[src/rtl/tcs_defines.svh]
// Constants for the tuner control serial interface
`ifndef TCS_DEFINES_SVH
`define TCS_DEFINES_SVH
`define TCS_ADDR_FIXED      5'h18
`define TCS_DIV_RESET       15'h0000
`define TCS_ATP_RESET       3'h3
`define TCS_RS_RESET        3'h7
`define TCS_CP_RESET        2'h3
`define TCS_PORT_RESET      1'h0
`define TCS_BS_RESET        4'h0
`define TCS_ATC_RESET       1'h0
`define TCS_STANDBY_BIT_RESET      1'h0
`define TCS_TEST_RESET      4'h2
`define TCS_SB_FIXED        2'h3
`define TCS_CONV_MAX        3'h4
`endif

[src/rtl/tcs_pkg.sv]
// Types for the tuner control serial interface
package tcs_pkg;
  typedef enum logic [2:0] {
    TCS_IDLE  = 3'b000,
    TCS_ADDR  = 3'b001,
    TCS_WDATA = 3'b010,
    TCS_RDATA = 3'b011,
    TCS_ACK   = 3'b100,
    TCS_RACK  = 3'b101,
    TCS_SKIP  = 3'b110
  } tcs_state_t;
  typedef enum logic [2:0] {
    TCS_NEXT_ANY  = 3'b000,
    TCS_NEXT_DIV2 = 3'b001,
    TCS_NEXT_BAND = 3'b010,
    TCS_NEXT_CB2  = 3'b011,
    TCS_NEXT_NONE = 3'b100,
    TCS_NEXT_CB1  = 3'b101
  } tcs_next_t;
  typedef enum logic [1:0] {
    TCS_AS_LOW  = 2'b00,
    TCS_AS_MID2 = 2'b01,
    TCS_AS_MID1 = 2'b10,
    TCS_AS_HIGH = 2'b11
  } tcs_as_level_t;
endpackage : tcs_pkg

[src/rtl/tcs_serial_ctrl.sv]
// Two-wire control interface of a synthesized tuner
// Notes on behaviour
// - 15-bit divider, reset to zero
// - Start-point field resets to 011
// - Reference ratio field resets to 111
// - Pump current code, reset 11
// - Port bit: converter input or transistor on
// - Four band-switch drivers, reset off
// - Band bits one, two select band
// - AGC current select bit, reset 0
// - Standby stops mixer, crystal output stays
// - Test and shift bits reset 0010
// - Address-select level gives address bits
// - Start-point code alone picks level
// - Reference ratio codes, 1X1 gives 80
// - Normal mode; crystal output disable bit
// - Test bits three/two force test mode
// - Write orders of divider/control/band bytes
// - Read returns one status byte
// - Power-on flag cleared after transfer
// - Lock flag mirrors loop lock
// - Three converter bits give input band
// - Address byte 11000, address bits, rw
// - Top bit 0: divider byte pair
// - Bits 10: control one then band
// - Bits 11: control byte two
`timescale 1ns/1ns
`include "tcs_defines.svh"
module tcs_serial_ctrl (
  input  wire logic                   mclk,
  input  wire logic                   reset,
  input  wire logic                   scl_in,
  input  wire logic                   sda_in,
  output logic                        sda_out,
  output logic                        sda_oe,
  input  wire tcs_pkg::tcs_as_level_t address_select_pin,
  input  wire logic                   lock_flag,
  input  wire logic [2:0]             converter_code,
  output logic [14:0]                 divider_value,
  output logic [2:0]                  agc_start_point,
  output logic [2:0]                  ref_ratio_select,
  output logic [1:0]                  pump_current_select,
  output logic                        port_converter_select,
  output logic [4:1]                  band_switch_bits,
  output logic                        agc_current_select,
  output logic                        standby_bit,
  output logic                        test_bit_three,
  output logic                        test_bit_two,
  output logic                        agc_shift_bit,
  output logic                        crystal_output_disable,
  output logic                        test_mode,
  output logic                        crystal_output_enable,
  output logic                        agc_output_enable,
  output logic                        mixer_osc_enable,
  output logic [1:0]                  band_select,
  output logic [7:0]                  ref_divider_ratio,
  output logic [2:0]                  if_level_index
);
  import tcs_pkg::*;

  logic [2:0] scl_s_q, sda_s_q;
  logic       scl_q, sda_q;
  logic [1:0] as_s1_q, as_s2_q, as_s3_q;
  logic [1:0] as_q;
  logic       lock_s1_q, lock_s2_q, lock_s3_q, lock_q;
  logic [2:0] cv_s1_q, cv_s2_q, cv_s3_q, cv_q;
  tcs_state_t state_q;
  tcs_next_t  next_q;
  logic [7:0] shift_q;
  logic [3:0] bit_q;
  logic       por_q;
  logic       rd_q;
  logic       wrote_q;

  // Three-stage sampling; change counts when stages two and three agree
  always_ff @(posedge mclk) begin
    scl_s_q   <= {scl_s_q[1:0], scl_in};
    sda_s_q   <= {sda_s_q[1:0], sda_in};
    as_s1_q   <= address_select_pin;
    as_s2_q   <= as_s1_q;
    as_s3_q   <= as_s2_q;
    lock_s1_q <= lock_flag;
    lock_s2_q <= lock_s1_q;
    lock_s3_q <= lock_s2_q;
    cv_s1_q   <= converter_code;
    cv_s2_q   <= cv_s1_q;
    cv_s3_q   <= cv_s2_q;
  end

  always_ff @(posedge mclk) begin
    if (reset) begin
      scl_q  <= 1'b1;
      sda_q  <= 1'b1;
      as_q   <= 2'h1;
      lock_q <= 1'b0;
      cv_q   <= 3'h0;
    end else begin
      if (scl_s_q[1] == scl_s_q[2]) scl_q <= scl_s_q[2];
      if (sda_s_q[1] == sda_s_q[2]) sda_q <= sda_s_q[2];
      if (as_s2_q == as_s3_q) as_q <= as_s3_q;
      if (lock_s2_q == lock_s3_q) lock_q <= lock_s3_q;
      if (cv_s2_q == cv_s3_q) cv_q <= cv_s3_q;
    end
  end

  logic scl_new, sda_new, scl_rise, scl_fall, start_c, stop_c;
  assign scl_new  = (scl_s_q[1] == scl_s_q[2]) ? scl_s_q[2] : scl_q;
  assign sda_new  = (sda_s_q[1] == sda_s_q[2]) ? sda_s_q[2] : sda_q;
  assign scl_rise = !scl_q && scl_new;
  assign scl_fall = scl_q && !scl_new;
  assign start_c  = scl_q && scl_new && sda_q && !sda_new;
  assign stop_c   = scl_q && scl_new && !sda_q && sda_new;

  function automatic logic [7:0] ratio_of(input logic [2:0] rs);
    case (rs)
      3'h0:    ratio_of = 8'h18;
      3'h1:    ratio_of = 8'h1C;
      3'h2:    ratio_of = 8'h32;
      3'h3:    ratio_of = 8'h40;
      3'h4:    ratio_of = 8'h80;
      default: ratio_of = 8'h50;
    endcase
  endfunction

  // Byte fits the legal write order
  function automatic logic byte_ok(input tcs_next_t n,
                                   input logic [7:0] b);
    byte_ok = n != TCS_NEXT_NONE &&
              (n != TCS_NEXT_CB1 || b[7:6] == 2'h2);
  endfunction

  // Status byte: power-on, lock, 1, 1, 0, converter
  logic [7:0] status_byte;
  assign status_byte = {por_q, lock_q, `TCS_SB_FIXED, 1'b0, cv_q};

  // Bus state machine
  always_ff @(posedge mclk) begin
    if (reset) begin
      state_q <= TCS_IDLE;
      next_q  <= TCS_NEXT_ANY;
      shift_q <= 8'h00;
      bit_q   <= 4'h0;
      rd_q    <= 1'b0;
      wrote_q <= 1'b0;
      sda_out <= 1'b1;
      sda_oe  <= 1'b0;
    end else if (start_c) begin
      state_q <= TCS_ADDR;
      bit_q   <= 4'h0;
      wrote_q <= 1'b0;
      sda_oe  <= 1'b0;
    end else if (stop_c) begin
      state_q <= TCS_IDLE;
      sda_oe  <= 1'b0;
    end else begin
      case (state_q)
        TCS_IDLE, TCS_SKIP: begin
          sda_oe <= 1'b0;
        end
        TCS_ADDR, TCS_WDATA: begin
          if (scl_rise) begin
            shift_q <= {shift_q[6:0], sda_new};
            bit_q   <= bit_q + 4'h1;
          end
          if (scl_fall && bit_q == 4'h8) begin
            bit_q <= 4'h0;
            if (state_q == TCS_ADDR) begin
              if (shift_q[7:3] == `TCS_ADDR_FIXED &&
                  shift_q[2:1] == as_q) begin
                rd_q    <= shift_q[0];
                next_q  <= TCS_NEXT_ANY;
                state_q <= TCS_ACK;
                sda_out <= 1'b0;
                sda_oe  <= 1'b1;
              end else begin
                state_q <= TCS_SKIP;
              end
            end else if (byte_ok(next_q, shift_q)) begin
              wrote_q <= 1'b1;
              state_q <= TCS_ACK;
              sda_out <= 1'b0;
              sda_oe  <= 1'b1;
              case (next_q)
                TCS_NEXT_DIV2: next_q <= TCS_NEXT_CB1;
                TCS_NEXT_CB1:  next_q <= TCS_NEXT_BAND;
                TCS_NEXT_BAND: next_q <= TCS_NEXT_CB2;
                TCS_NEXT_CB2:  next_q <= TCS_NEXT_NONE;
                TCS_NEXT_ANY: begin
                  if (!shift_q[7]) next_q <= TCS_NEXT_DIV2;
                  else if (!shift_q[6]) next_q <= TCS_NEXT_BAND;
                  else next_q <= TCS_NEXT_NONE;
                end
                default: next_q <= TCS_NEXT_NONE;
              endcase
            end else begin
              state_q <= TCS_SKIP;
            end
          end
        end
        TCS_ACK: begin
          if (scl_fall) begin
            if (rd_q) begin
              state_q <= TCS_RDATA;
              shift_q <= {status_byte[6:0], 1'b0};
              sda_out <= status_byte[7];
              sda_oe  <= 1'b1;
              bit_q   <= 4'h1;
            end else begin
              state_q <= TCS_WDATA;
              sda_oe  <= 1'b0;
              sda_out <= 1'b1;
            end
          end
        end
        TCS_RDATA: begin
          if (scl_fall) begin
            if (bit_q == 4'h8) begin
              state_q <= TCS_RACK;
              sda_oe  <= 1'b0;
              sda_out <= 1'b1;
            end else begin
              sda_out <= shift_q[7];
              shift_q <= {shift_q[6:0], 1'b0};
              bit_q   <= bit_q + 4'h1;
            end
          end
        end
        TCS_RACK: begin
          sda_oe <= 1'b0;
        end
        default: state_q <= TCS_IDLE;
      endcase
    end
  end

  // Field writes at the byte's last bit
  logic wr_byte;
  assign wr_byte = state_q == TCS_WDATA && scl_fall && bit_q == 4'h8 &&
                   byte_ok(next_q, shift_q) && !start_c && !stop_c;

  always_ff @(posedge mclk) begin
    if (reset) begin
      divider_value          <= `TCS_DIV_RESET;
      agc_start_point        <= `TCS_ATP_RESET;
      ref_ratio_select       <= `TCS_RS_RESET;
      pump_current_select    <= `TCS_CP_RESET;
      port_converter_select  <= `TCS_PORT_RESET;
      band_switch_bits       <= `TCS_BS_RESET;
      agc_current_select     <= `TCS_ATC_RESET;
      standby_bit            <= `TCS_STANDBY_BIT_RESET;
      {test_bit_three, test_bit_two, agc_shift_bit,
       crystal_output_disable} <= `TCS_TEST_RESET;
    end else if (wr_byte) begin
      case (next_q)
        TCS_NEXT_DIV2: divider_value[7:0] <= shift_q;
        TCS_NEXT_BAND: begin
          pump_current_select   <= shift_q[7:6];
          port_converter_select <= shift_q[4];
          band_switch_bits      <= shift_q[3:0];
        end
        TCS_NEXT_CB1: begin
          agc_start_point  <= shift_q[5:3];
          ref_ratio_select <= shift_q[2:0];
        end
        TCS_NEXT_ANY: begin
          if (!shift_q[7]) begin
            divider_value[14:8] <= shift_q[6:0];
          end else if (!shift_q[6]) begin
            agc_start_point  <= shift_q[5:3];
            ref_ratio_select <= shift_q[2:0];
          end else begin
            agc_current_select     <= shift_q[5];
            standby_bit            <= shift_q[4];
            test_bit_three         <= shift_q[3];
            test_bit_two           <= shift_q[2];
            agc_shift_bit          <= shift_q[1];
            crystal_output_disable <= shift_q[0];
          end
        end
        TCS_NEXT_CB2: begin
          agc_current_select     <= shift_q[5];
          standby_bit            <= shift_q[4];
          test_bit_three         <= shift_q[3];
          test_bit_two           <= shift_q[2];
          agc_shift_bit          <= shift_q[1];
          crystal_output_disable <= shift_q[0];
        end
        default: divider_value <= divider_value;
      endcase
    end
  end

  // Power-on flag: set at reset, cleared by stop after a transfer
  always_ff @(posedge mclk) begin
    if (reset) begin
      por_q <= 1'b1;
    end else if (stop_c && (wrote_q || state_q == TCS_RACK)) begin
      por_q <= 1'b0;
    end
  end

  // Decoded analog controls
  logic tm;
  assign tm = test_bit_three | test_bit_two;
  always_ff @(posedge mclk) begin
    if (reset) begin
      test_mode             <= 1'b0;
      crystal_output_enable <= 1'b0;
      agc_output_enable     <= 1'b0;
      mixer_osc_enable      <= 1'b0;
      band_select           <= 2'h0;
      ref_divider_ratio     <= 8'h00;
      if_level_index        <= 3'h0;
    end else begin
      test_mode             <= tm;
      crystal_output_enable <= !tm && !crystal_output_disable;
      agc_output_enable     <= !tm && agc_start_point != 3'h7;
      mixer_osc_enable      <= !standby_bit;
      band_select           <= {band_switch_bits[1], band_switch_bits[2]};
      ref_divider_ratio     <= ratio_of(ref_ratio_select);
      if_level_index        <= agc_start_point;
    end
  end
endmodule // tcs_serial_ctrl

[config.mk]
export PLATFORM = sky130hd
export DESIGN_NAME = tcs_serial_ctrl
export DESIGN_NICKNAME = d
export VERILOG_FILES = /design/src/rtl/tcs_pkg.sv /design/src/rtl/tcs_serial_ctrl.sv
export VERILOG_INCLUDE_DIRS = /design/src /design/src/rtl
export SDC_FILE = /design/constraint.sdc
export NUM_CORES = 1
export LEC_CHECK = 0
export BUFFER_PORTS_ARGS = -buffer_cell sky130_fd_sc_hd__buf_2
export CAP_MARGIN = 15
export CORE_ASPECT_RATIO = 0.5
export CORE_UTILIZATION = 40
export CTS_CLUSTER_DIAMETER = 40
export CTS_CLUSTER_SIZE = 25
export DETAILED_ROUTE_END_ITERATION = 10
export HOLD_SLACK_MARGIN = 0.06
export PLACE_DENSITY = 0.58
export SLEW_MARGIN = 20
export SYNTH_ARGS = -nofsm -noshare
export SYNTH_HDL_FRONTEND = slang
export SYNTH_SLANG_ARGS = --single-unit
export TNS_END_PERCENT = 100
[constraint.sdc]
create_clock -name mclk -period 2.41 [get_ports mclk]
set_input_delay 0.1205 -clock mclk [delete_from_list [all_inputs] [get_ports mclk]]
set_output_delay 0.1205 -clock mclk [all_outputs]
set_load 0.02 [all_outputs]
**Yosys cells after proc, flatten, opt, wreduce, memory -nomap -nowiden**

Cells that the tools add are included.

- $add $sub $neg: 1
- Bitwise gates (word level): 6
- Mux-type cells: 75
- Reductions and logical operators: 55
- Eq/ne operators: 45

Operator list:

| cell | number |
|---|---|
| $mux 3 | 14 |
| $mux 8 | 5 |
| $pmux 8 s5 | 1 |
| $mux 1 | 33 |
| $mux 4 | 6 |
| $pmux 3 s4 | 2 |
| $pmux 8 s3 | 1 |
| $ne 2x2->1 const B | 10 |
| $eq 3x2->1 const B | 6 |
| $logic_and 1x1->1 | 18 |
| $ne 3x3->1 const B | 6 |
| $ne 4x4->1 const B | 4 |
| $reduce_and 8->1 | 2 |
| $eq 3x3->1 const B | 5 |
| $reduce_and 5->1 | 3 |
| $reduce_and 7->1 | 2 |
| $pmux 1 s2 | 6 |
| $pmux 3 s2 | 2 |
| $pmux 4 s3 | 1 |
| $reduce_and 6->1 | 2 |
| $eq 3x1->1 const B | 3 |
| $logic_not 1->1 | 9 |
| $logic_not 3->1 | 3 |
| $reduce_and 4->1 | 2 |
| 22 further kinds | 36 |

- Bits of input ports: 10
- Logic and storage cells: 228
- Output and inout port bits: 53
- Register bits: 106

**Longest topological paths before layout**

Gate-level depths: netlist of run 1.

- Word-level depth: 10
- Mapped depth: 8
- Gate-level depth less buffers: 7

**Worst setup path before layout of run 1**

OpenSTA, ideal clock, no wires.

- Path kind: reg2reg
- From: register bit_q[0]
- To: register bit_q[2]
- Arrival: 1818 ps
- Path slack: 475 ps
- Clock period less this slack: 1935 ps
- Stages on the path, launching flop included: 8
- Buffers on the path: 0
- Data required time: 2293 ps
- Setup time: 117 ps
- Cell sequence: dfxtp_1 -> inv_1 -> ha_1 -> nand3b_1 -> o22ai_1 -> nor3_1 -> o311ai_1 -> a32o_1

- Longest elaborated chain between the ends: 4
- Elaborated cells on any way between the ends: 11
- Those cells by class: 1 x add/sub; 3 x eq/ne; 5 x mux; 2 x reduce/logical

RTL lines:

| element | line | source |
|---|---|---|
| start, declared | tcs_serial_ctrl.sv:70 | `logic [3:0] bit_q;` |
| start signal, assigned | tcs_serial_ctrl.sv:163 | `bit_q <= bit_q + 4'h1;` |
| start signal, assigned | tcs_serial_ctrl.sv:224 | `bit_q <= bit_q + 4'h1;` |
| $add 4x1->4 or $eq 4x4->1 (tied branches) | -- |  |
| $mux 4, or another cell as far along | tcs_serial_ctrl.sv:217 | `if (bit_q == 4'h8) begin` |
| $mux 4, or another cell as far along | tcs_serial_ctrl.sv:216 | `if (scl_fall) begin` |
| $pmux 4 s3 or $reduce_and 7->1 (tied branches) | -- |  |

Several ways; a longest one is shown, not always the timed one. The select of a mux whose other input is x is not followed.
A chain may end at the register's enable or synchronous reset.

**Final worst setup path of run 1**

- From: register state_q[1]
- To: register agc_start_point[0]

- Longest elaborated chain between the ends: 7

RTL lines:

| element | line | source |
|---|---|---|
| start, declared | tcs_serial_ctrl.sv:67 | `tcs_state_t state_q;` |
| start signal, assigned | tcs_serial_ctrl.sv:139 | `state_q <= TCS_IDLE;` |
| start signal, assigned | tcs_serial_ctrl.sv:148 | `state_q <= TCS_ADDR;` |
| start signal, assigned | tcs_serial_ctrl.sv:153 | `state_q <= TCS_IDLE;` |
| $eq 3x2->1 | tcs_serial_ctrl.sv:238 | `assign wr_byte = state_q == TCS_WDATA && scl_fall && bit_q == 4'h8 &&` |
| $logic_and 1x1->1 (3 in series) | tcs_serial_ctrl.sv:238 |  |
| $logic_and 1x1->1 (2 in series) | tcs_serial_ctrl.sv:239 | `byte_ok(next_q, shift_q) && !start_c && !stop_c;` |
| $reduce_and 4->1 (no source line) | -- |  |
| end signal, assigned | tcs_serial_ctrl.sv:244 | `` agc_start_point <= `TCS_ATP_RESET; `` |
| end signal, assigned | tcs_serial_ctrl.sv:262 | `agc_start_point <= shift_q[5:3];` |
| end signal, assigned | tcs_serial_ctrl.sv:269 | `agc_start_point <= shift_q[5:3];` |
| end, declared | tcs_serial_ctrl.sv:40 | `output logic [2:0] agc_start_point,` |

No other way between the ends.

==> results.cfg, run 1 <==
[power_and_ir_drop]
ir_worst_vdd_v = 0.000404
pwr-share-clk_pct = 43.4
intPower_uw = 2800
power_frac_seq_pct = 49.7
power_density_nw_per_um2 = 729
p_leak_uw = 0.00218
power_frac_comb_pct = 6.9
switching_share_pct = 23.5
p_sw_uw = 863

[setup_path]
worstSetupPathType = reg -> reg
worstPathArrival_ps = 2440
cp-start-kind = register
path_max_fanout = 13
crit_path_end_kind = register
worst-path-stages = 4
startpoint = state_q[1]
r2r_slack_ps = 200
crit_family = simple AND/OR/NAND/NOR gates
cp.buffers_inverters = 0
slowest_delay_ps = 590
crit_slowest_cell = dfxtp_1
r2r_cells = 4
r2r-end = agc_start_point[0]
r2r-start = state_q[1]
cp.required_ps = 2640
critPathCapture = agc_start_point[0]
path_cells = or3b_4, nor4_4, nand3_1, a211o_1

[grt]
grt_max_degree = 61
grt_pass1_wl_mm = 15.1
grt_pass1_vias = 2970
grt_usage_pct = 18.2
antenna_found_initial = 0
grt_overflow_total = 0

[floorplan]
num_rows = 25
pin_count = 63
die_x_um = 146
initial_core_util_pct = 42.5
die_area_sq_um = 10800
die_height_um = 73.9
core_area_sq_um = 9730

[sta]
slew_headroom_pct = 57.9
fin_tns_setup_ps = 0
worst_slack_ps = 204
finalSetupViolations = 0
rsz0062_at_grt = false
worst-slew-pin-transition_ps = 616
maxSlewViolCount = 0
finalCritPeriodShare_pct = 91.5
finClkSkew_ps = 6.47
holdWs_ps = 172
fin_crit_ps = 2210
max_freq_ghz = 0.453
hold_violations = 0

[route]
detail-route-antenna-nets = 0
drt-initial-drc-count = 185
firstDrtPassIters = 4
drcViolationCount = 0
routed_wl_mm = 9.33
wl_per_cell_um = 14.5
viasPerCell = 5.12
via_count = 3294

[logic_synthesis]
synth_seq_area_share_pct = 50.3
yosys.area.top_type_share_pct = 50.3
ys_warn_count = 0
synthArstFlopShare_pct = 0
netlist_instances = 433
ys_types = 61
yosys.area.top_type = dfxtp_1
synth_top_family_by_area = simple AND/OR/NAND/NOR gates
synth_mux_area_share_pct = 7.02
synth_fp_nets = 445
synth_ff_type = dfxtp_1
synthTopCellsByArea = dfxtp_1 (50%), mux2i_1 (7.0%), nor2_1 (5.6%), a21oi_1 (2.3%), nand2_1 (2.3%)
synth_xor_area_share_pct = 1.69
synth_compound_area_share_pct = 13.4
netlist_area_sq_um = 4140
synth-edff-count = 0
syn_area_per_cell_sq_um = 9.56
yosys.area_share.simple_pct = 22.1
synth-seq-cells = 104
synth-adder-area-share_pct = 0.847

[final_layout]
fill_cells = 925
drive_gt1_share_pct = 21.7
antenna_cells = 0
finalNetCount = 515
area_growth_syn_to_layout_pct = 21.5

[placed_design]
portBuffers = 61
gp_congestion = 0.879
place_hpwl_mm = 6.42
dp_slack_ps = 198

[clock_network]
cts.sinks = 104
clkSlewWorstSetupHoldPaths_ps = 70
cts_inserted_buffers = 9
clock_latency_ps = 340
htreeDepth = 3
cts.path.max_buffers = 2
cts_tree = yes
clockRootBuffer = clkbuf_16

[run_status]
status = completed

[hold_path]
hold_class = in -> reg

[job]
maxCapViolCount = 0
worst min path at each step:
stage,end,slack (ps),cells past startpoint,startpoint
after floorplan,as_s1_q[0],150,0,address_select_pin[0]
after global placement,cv_s1_q[2],220,1,converter_code[2]
after detailed placement,cv_s1_q[0],220,1,converter_code[0]
after CTS,band_switch_bits[1],170,2,reset
after global routing,band_switch_bits[1],190,2,reset
final,band_switch_bits[1],170,2,reset
layout make-up:
cell class	instances	area (sq um)	share of cell area, %
Multi-Input combinational cell	289	1880	37.3
Clock buffer	9	225	4.48
Timing Repair Buffer	85	518	10.3
Tap cell	135	169	3.36
Sequential cell	104	2080	41.4
Inverter	14	52.6	1.05
Clock inverter	7	106	2.11
per-layer routing:
metal | share of wire, % | track usage, %
met3 | 4.5 | 4.91
met2 | 43 | 27.8
met5 | 0 | 0
met1 | 52 | 24.7
met4 | 1.0 | 7.25
Yosys cell counts (2+ instances only):
cell type  number
nor4_4          2
a31oi_1         5
nor2b_1         6
nand3b_1        5
buf_2           4
or3_1           2
nor4b_1         2
nor3b_1         3
a21o_1          2
o21ba_2         2
xor2_1          5
xnor2_1         3
nand2b_1       11
a211oi_1        5
nor2_1         62
ha_1            2
a311oi_1        6
o211ai_1        2
clkbuf_1       16
o21ai_0        13
inv_1          14
a32o_1          2
nand2_1        25
buf_4           4
a211o_1         8
nand3_1        16
nor3b_4         2
dfxtp_1       104
o22ai_1         4
and3_1          3
nand3_2         2
or3b_1          2
nand4_1         3
and2_1          3
and3b_1         3
a21oi_1        19
o31ai_1         2
buf_6           2
or2_2           2
mux2i_1        29
nor3_1          6
cells by family (layout without fill, tap and decap cells):
family | after synthesis | in the layout
adder cells (fa/ha/maj) | 3 | 3
flip-flops | 104 | 104
other | 1 | 1
multiplexers | 29 | 29
AO/OA/AOI/OAI | 81 | 81
AND/OR/NAND/NOR | 167 | 167
XOR/XNOR | 8 | 8
buffers and inverters | 40 | 115
registers in the layout, summed over array words and instances (netlist names), 4 cells and up:
signal             cells
shift_q                8
divider_value         15
band_switch_bits       4
bit_q                  4
ref_divider_ratio      6
cells in the final DEF, fill, tap and decap left out, types with 6 or more instances in the layout:
master         synthesis  final
nor2b_1                6      6
nor2_1                62     62
nand2b_1              11     11
a21oi_1               19     19
clkbuf_16              0      9
mux2i_1               29     29
dlygate4sd3_1          0      8
nand2_1               25     25
buf_4                  4     15
a311oi_1               6      6
dfxtp_1              104    104
inv_1                 14     14
o21ai_0               13     13
nand3_1               16     16
a211o_1                8      8
buf_2                  4     61
power by group through the flow:
stage	clock network (uW)	logic [uW]	registers (uW)
finish	1590	252	1820
CTS	1630	252	1820
detailed placement	0	241	1860
floorplan	0	174	1850
global placement	0	240	1860
global route	1700	280	1830
stage by stage:
stage | std cells | utilization [%] | area [sq um] | power (uW)
detailed placement | 619 | 47.4 | 4610 | 2100
global route | 643 | 51.7 | 5030 | 3810
floorplan | 433 | - | 4140 | 2020
global placement | 619 | 47.4 | 4610 | 2100
CTS | 643 | 51.6 | 5020 | 3710
finish | 643 | 51.7 | 5030 | 3670
worst reg2reg max path: cells and delay by family, from the launching register on:
kind             cells  cell delay [ps]
AO/OA/AOI/OAI        1              390
flip-flops           1              590
AND/OR/NAND/NOR      3             1110
repair_timing:
item / in CTS / in global routing
hold buffers: 8 / 0
resized for setup: 0 / 1
hold endpoints to repair: 8 / 0
setup endpoints to repair: 0 / 1
buffers inserted: 0 / 0
No activity file was read; power rests on OpenSTA's default activity.
==> inputs of run 2 (changes only) <==
--- a/config.mk
+++ b/config.mk
@@ -9,12 +9,12 @@
 export BUFFER_PORTS_ARGS = -buffer_cell sky130_fd_sc_hd__buf_2
 export CAP_MARGIN = 15
 export CORE_ASPECT_RATIO = 0.5
-export CORE_UTILIZATION = 40
+export CORE_UTILIZATION = 56
 export CTS_CLUSTER_DIAMETER = 40
 export CTS_CLUSTER_SIZE = 25
 export DETAILED_ROUTE_END_ITERATION = 10
 export HOLD_SLACK_MARGIN = 0.06
-export PLACE_DENSITY = 0.58
+export PLACE_DENSITY = 0.77
 export SLEW_MARGIN = 20
 export SYNTH_ARGS = -nofsm -noshare
 export SYNTH_HDL_FRONTEND = slang
==> run 2 against run 1 <==
Net effect:
- combinational power shrank 6%
- worst hold slack gained 19 ps
- total power shrank 7.4%
- via count grew 0.76%
- critical path depth grew 1
- non-clock buffer count shrank 3
- first-iteration DRC count grew 64%
- critical path type unchanged
==> results.cfg, run 2 (synthesis gave the netlist of run 1 again) <==
[run_status]
status = completed

[placed_design]
portBuffers = 61
gp_congestion = 0.884
place_inst = 573
placed_cell_area_sq_um = 4540
place_hpwl_mm = 5.91

[power_and_ir_drop]
ir_worst_vdd_v = 0.000378
power_frac_seq_pct = 53.9
p_sw_uw = 815
p_leak_uw = 0.00214
power_frac_comb_pct = 7.0
switching_share_pct = 24.0
power_density_nw_per_um2 = 694
pwr-share-clk_pct = 39.2
intPower_uw = 2580

[clock_network]
clock_latency_ps = 340
cts-hold-fix-buffers = 8
cts_tree = yes
cts_inserted_buffers = 9
htreeDepth = 3
cts.sinks = 104
cts_setup_buffers = 0
cts.path.max_buffers = 2
clockRootBuffer = clkbuf_16
post_cts_resized = 0
clkSlewWorstSetupHoldPaths_ps = 70

[floorplan]
core_area_sq_um = 6910
initial_core_util_pct = 59.9
num_rows = 21
pin_count = 63
die_x_um = 124
die_area_sq_um = 7760
die_height_um = 62.8

[grt]
antenna_found_initial = 0
grt_usage_pct = 23.9
grt_pass1_wl_mm = 14.4
grt_pass1_vias = 2961
grt_max_degree = 62
grt_overflow_total = 0

[route]
routed_wl_mm = 8.48
firstDrtPassIters = 4
viasPerCell = 5.56
drt-initial-drc-count = 304
via_count = 3319
detail-route-antenna-nets = 0
drcViolationCount = 0
wl_per_cell_um = 14.2

[setup_path]
cp-start-kind = register
cp.required_ps = 2640
crit_path_end_kind = register
r2r_cells = 5
worstSetupPathType = reg -> reg
path_max_fanout = 18
worstPathArrival_ps = 2430

[final_layout]
final_cell_area_sq_um = 4890
fill_cells = 527
antenna_cells = 0
final_cell_mix = dfxtp_1 (104), nor2_1 (62), buf_2 (61)
finalNetCount = 512
final_common_cell = dfxtp_1
regMostFlops = divider_value
layout.cells.non_filler = 597
area_growth_syn_to_layout_pct = 18.2
drive_gt1_share_pct = 20.8
largest_register_ffs = 15
reg.largest.list = divider_value: 15 flops, shift_q: 8 flops, ref_divider_ratio: 6 flops

[sta]
finalCritPeriodShare_pct = 91.4
max_freq_ghz = 0.454
rsz0062_at_grt = false
fin_tns_setup_ps = 0
hold_violations = 0
finalSetupViolations = 0
maxSlewViolCount = 0
worst-slew-pin-transition_ps = 599
fin_crit_ps = 2200
finClkSkew_ps = 5.86
slew_headroom_pct = 59.1

[job]
maxCapViolCount = 0

[hold_path]
hold_class = in -> reg
min_path_cells = 2
-- run 2: final timing paths --
kind | start | endpoint | slack, ps
setup / recovery | state_q[0] | bit_q[2] | 210
hold / removal | reset | next_q[1] | 190
setup reg to reg | state_q[0] | bit_q[2] | 210
hold reg to reg | as_s1_q[0] | as_s2_q[0] | 330
-- run 2: final cells by class --
cell class                      instances  area (sq um)  share of cell area, %
Sequential cell                       104          2080                   42.6
Multi-Input combinational cell        289          1870                   38.3
Timing Repair Buffer                   82           495                   10.1
Clock buffer                           10           229                   4.68
Tap cell                               92           115                   2.35
Inverter                               14          52.6                   1.07
Clock inverter                          6          45.0                  0.921
-- run 2: power by group through the flow --
stage / registers (uW) / clock network, uW / logic [uW]
floorplan: 1850 / 0 / 174
global placement: 1860 / 0 / 222
detailed placement: 1870 / 0 / 224
CTS: 1830 / 1360 / 235
global route: 1840 / 1440 / 262
finish: 1830 / 1330 / 236
-- run 2: worst max-delay path, stage by stage (launching register included) --
cell and delay, ps:
dfxtp_1 690, or3b_1 230, a21oi_2 120, nor3_1 540, o311ai_1 220, a32o_1 300
-- run 2: stage by stage --
step | utilization [%] | hold slack, ps | power, uW | setup WS (ps)
CTS | 70.8 | 180 | 3420 | 270
floorplan | - | 148 | 2020 | 475
global placement | 65.6 | 223 | 2090 | 359
finish | 70.8 | 191 | 3390 | 208
detailed placement | 65.6 | 224 | 2090 | 283
global route | 70.8 | 208 | 3540 | 121
-- run 2: routing by layer --
metal	vias up	GRT usage, %	share of wire (%)	wire length [um]
met3	9	6.93	5.8	493
li1	1661	-	-	-
met4	0	5.57	0.72	61
met2	105	37.2	43	3690
met5	-	0	0	0
met1	1544	32.7	50	4240
==> inputs of run 3 (changes only) <==
--- a/config.mk
+++ b/config.mk
@@ -9,12 +9,13 @@
 export BUFFER_PORTS_ARGS = -buffer_cell sky130_fd_sc_hd__buf_2
 export CAP_MARGIN = 15
 export CORE_ASPECT_RATIO = 0.5
-export CORE_UTILIZATION = 56
+export CORE_UTILIZATION = 55
 export CTS_CLUSTER_DIAMETER = 40
 export CTS_CLUSTER_SIZE = 25
 export DETAILED_ROUTE_END_ITERATION = 10
 export HOLD_SLACK_MARGIN = 0.06
-export PLACE_DENSITY = 0.77
+export PLACE_DENSITY = 0.76
+export REMOVE_ABC_BUFFERS = 1
 export SLEW_MARGIN = 20
 export SYNTH_ARGS = -nofsm -noshare
 export SYNTH_HDL_FRONTEND = slang
==> run 3 against run 2 <==
Net effect:
- die area is 1.8% higher
- critical path depth stayed put
- worst hold slack worse by 74 ps
- clock skew is 1.4 ps lower
- global-route usage is 0.71 points lower
- largest cell class unchanged
==> results.cfg, run 3 (synthesis gave the netlist of run 1 again) <==
[setup_path]
crit_path_end_kind = register
cp-start-kind = register
r2r_slack_ps = 290
path_max_fanout = 18
worstSetupPathType = reg -> reg
r2r-end = bit_q[2]
cp.required_ps = 2650
worstPathArrival_ps = 2360
r2r-start = state_q[0]
r2r_cells = 5

[final_layout]
largest_register_ffs = 15
reg.largest.list = divider_value: 15 flops, shift_q: 8 flops, ref_divider_ratio: 6 flops
area_growth_syn_to_layout_pct = 19.3
finalNetCount = 512
final_common_cell = dfxtp_1
drive_gt1_share_pct = 21.0
antenna_cells = 0
layout.cells.non_filler = 597
final_cell_mix = dfxtp_1 (104), nor2_1 (62), buf_2 (61)
regMostFlops = divider_value

[floorplan]
num_rows = 21
die_x_um = 125
initial_core_util_pct = 59.4
core_area_sq_um = 6960
pin_count = 63
die_area_sq_um = 7900
die_height_um = 63.3

[clock_network]
cts.path.max_buffers = 2
post_cts_resized = 0
cts_setup_buffers = 0
cts_tree = yes
clock_latency_ps = 340
clkSlewWorstSetupHoldPaths_ps = 70
cts_inserted_buffers = 9
clockRootBuffer = clkbuf_16
htreeDepth = 3
cts.sinks = 104

[sta]
worst-slew-pin-transition_ps = 547
fin_tns_setup_ps = 0
max_freq_ghz = 0.472
finalSetupViolations = 0
slew_headroom_pct = 62.6
hold_violations = 0
maxSlewViolCount = 0
worst_slack_ps = 292
rsz0062_at_grt = false
fin_crit_ps = 2120
finalCritPeriodShare_pct = 87.9
finClkSkew_ps = 4.48

[hold_path]
holdPathEnd = wrote_q
min_path_cells = 2
min_from = reset
hold_class = in -> reg

[grt]
grt_pass1_wl_mm = 14.6
grt_pass1_vias = 2990
grt_max_degree = 37
antenna_found_initial = 0
grt_overflow_total = 0
grt_usage_pct = 23.2

[placed_design]
portBuffers = 61
place_inst = 573
gp_congestion = 0.955
dp_slack_ps = 332
place_hpwl_mm = 5.81

[route]
drcViolationCount = 0
routed_wl_mm = 8.53
firstDrtPassIters = 4
detail-route-antenna-nets = 0
via_count = 3311
viasPerCell = 5.55
wl_per_cell_um = 14.3
drt-initial-drc-count = 334

[job]
maxCapViolCount = 0

[run_status]
status = completed

[power_and_ir_drop]
ir_worst_vdd_v = 0.000492
power_density_nw_per_um2 = 738
p_leak_uw = 0.00216
-- run 3: changes by cell type in the layout (fill, tap and decap cells not counted), sizes merged --
cell      change
bufinv        +2
clkinvlp      -1
clkbuf        -1
-- run 3: worst max path at each step --
stage               startpoint  cells past startpoint  slack, ps                   to
floorplan           state_q[1]                      5        380           shift_q[5]
global placement      bit_q[0]                      8        360             bit_q[2]
detailed placement  state_q[0]                      4        330  ref_ratio_select[0]
CTS                   bit_q[0]                      6        310        agc_shift_bit
global route        state_q[0]                      5        110             bit_q[2]
finish              state_q[0]                      5        290             bit_q[2]
-- run 3: power by group --
| part | leakage [uW] | internal (uW) | total [uW] | switching, uW |
|---|---|---|---|---|
| Combinational | 0.00115 | 103 | 240 | 136 |
| Sequential | 0.000852 | 1770 | 1820 | 52.3 |
| Clock | 0.000159 | 922 | 1580 | 656 |
-- run 3: critical path: stages (launching register included) --
cell	delay, ps
dfxtp_1	680
or3b_1	230
a21oi_2	120
nor3_1	510
o311ai_1	190
a32o_1	280
-- run 3: through the flow --
| step | utilization (%) | hold slack, ps | power (uW) | instance area, sq um |
|---|---|---|---|---|
| global placement | 65.0 | 222 | 2080 | 4520 |
| detailed placement | 65.0 | 224 | 2090 | 4520 |
| CTS | 70.9 | 106 | 3660 | 4930 |
| global route | 70.9 | 113 | 3780 | 4930 |
| floorplan | - | 148 | 2000 | 4010 |
| finish | 70.9 | 116 | 3640 | 4930 |
-- run 3: metal layers --
layer / GRT usage (%) / up-vias / part of all wire [%]
met5: 0 / - / 0
li1: - / 1648 / -
met4: 6.93 / 0 / 1.1
met1: 31.8 / 1561 / 50
met2: 35.5 / 91 / 44
met3: 6.54 / 11 / 5.1
-- run 3: cell type report --
class | instances | area, sq um
Fill cell | 547 | 2030
Timing Repair Buffer | 82 | 483
Clock inverter | 7 | 106
Multi-Input combinational cell | 289 | 1870
Inverter | 14 | 52.6
Sequential cell | 104 | 2080
Clock buffer | 9 | 225
Tap cell | 92 | 115
-- run 3: what timing repair did --
action,in CTS,in global routing
setup endpoints to repair,0,0
hold buffers,8,0
endpoints found under the hold margin,8,0
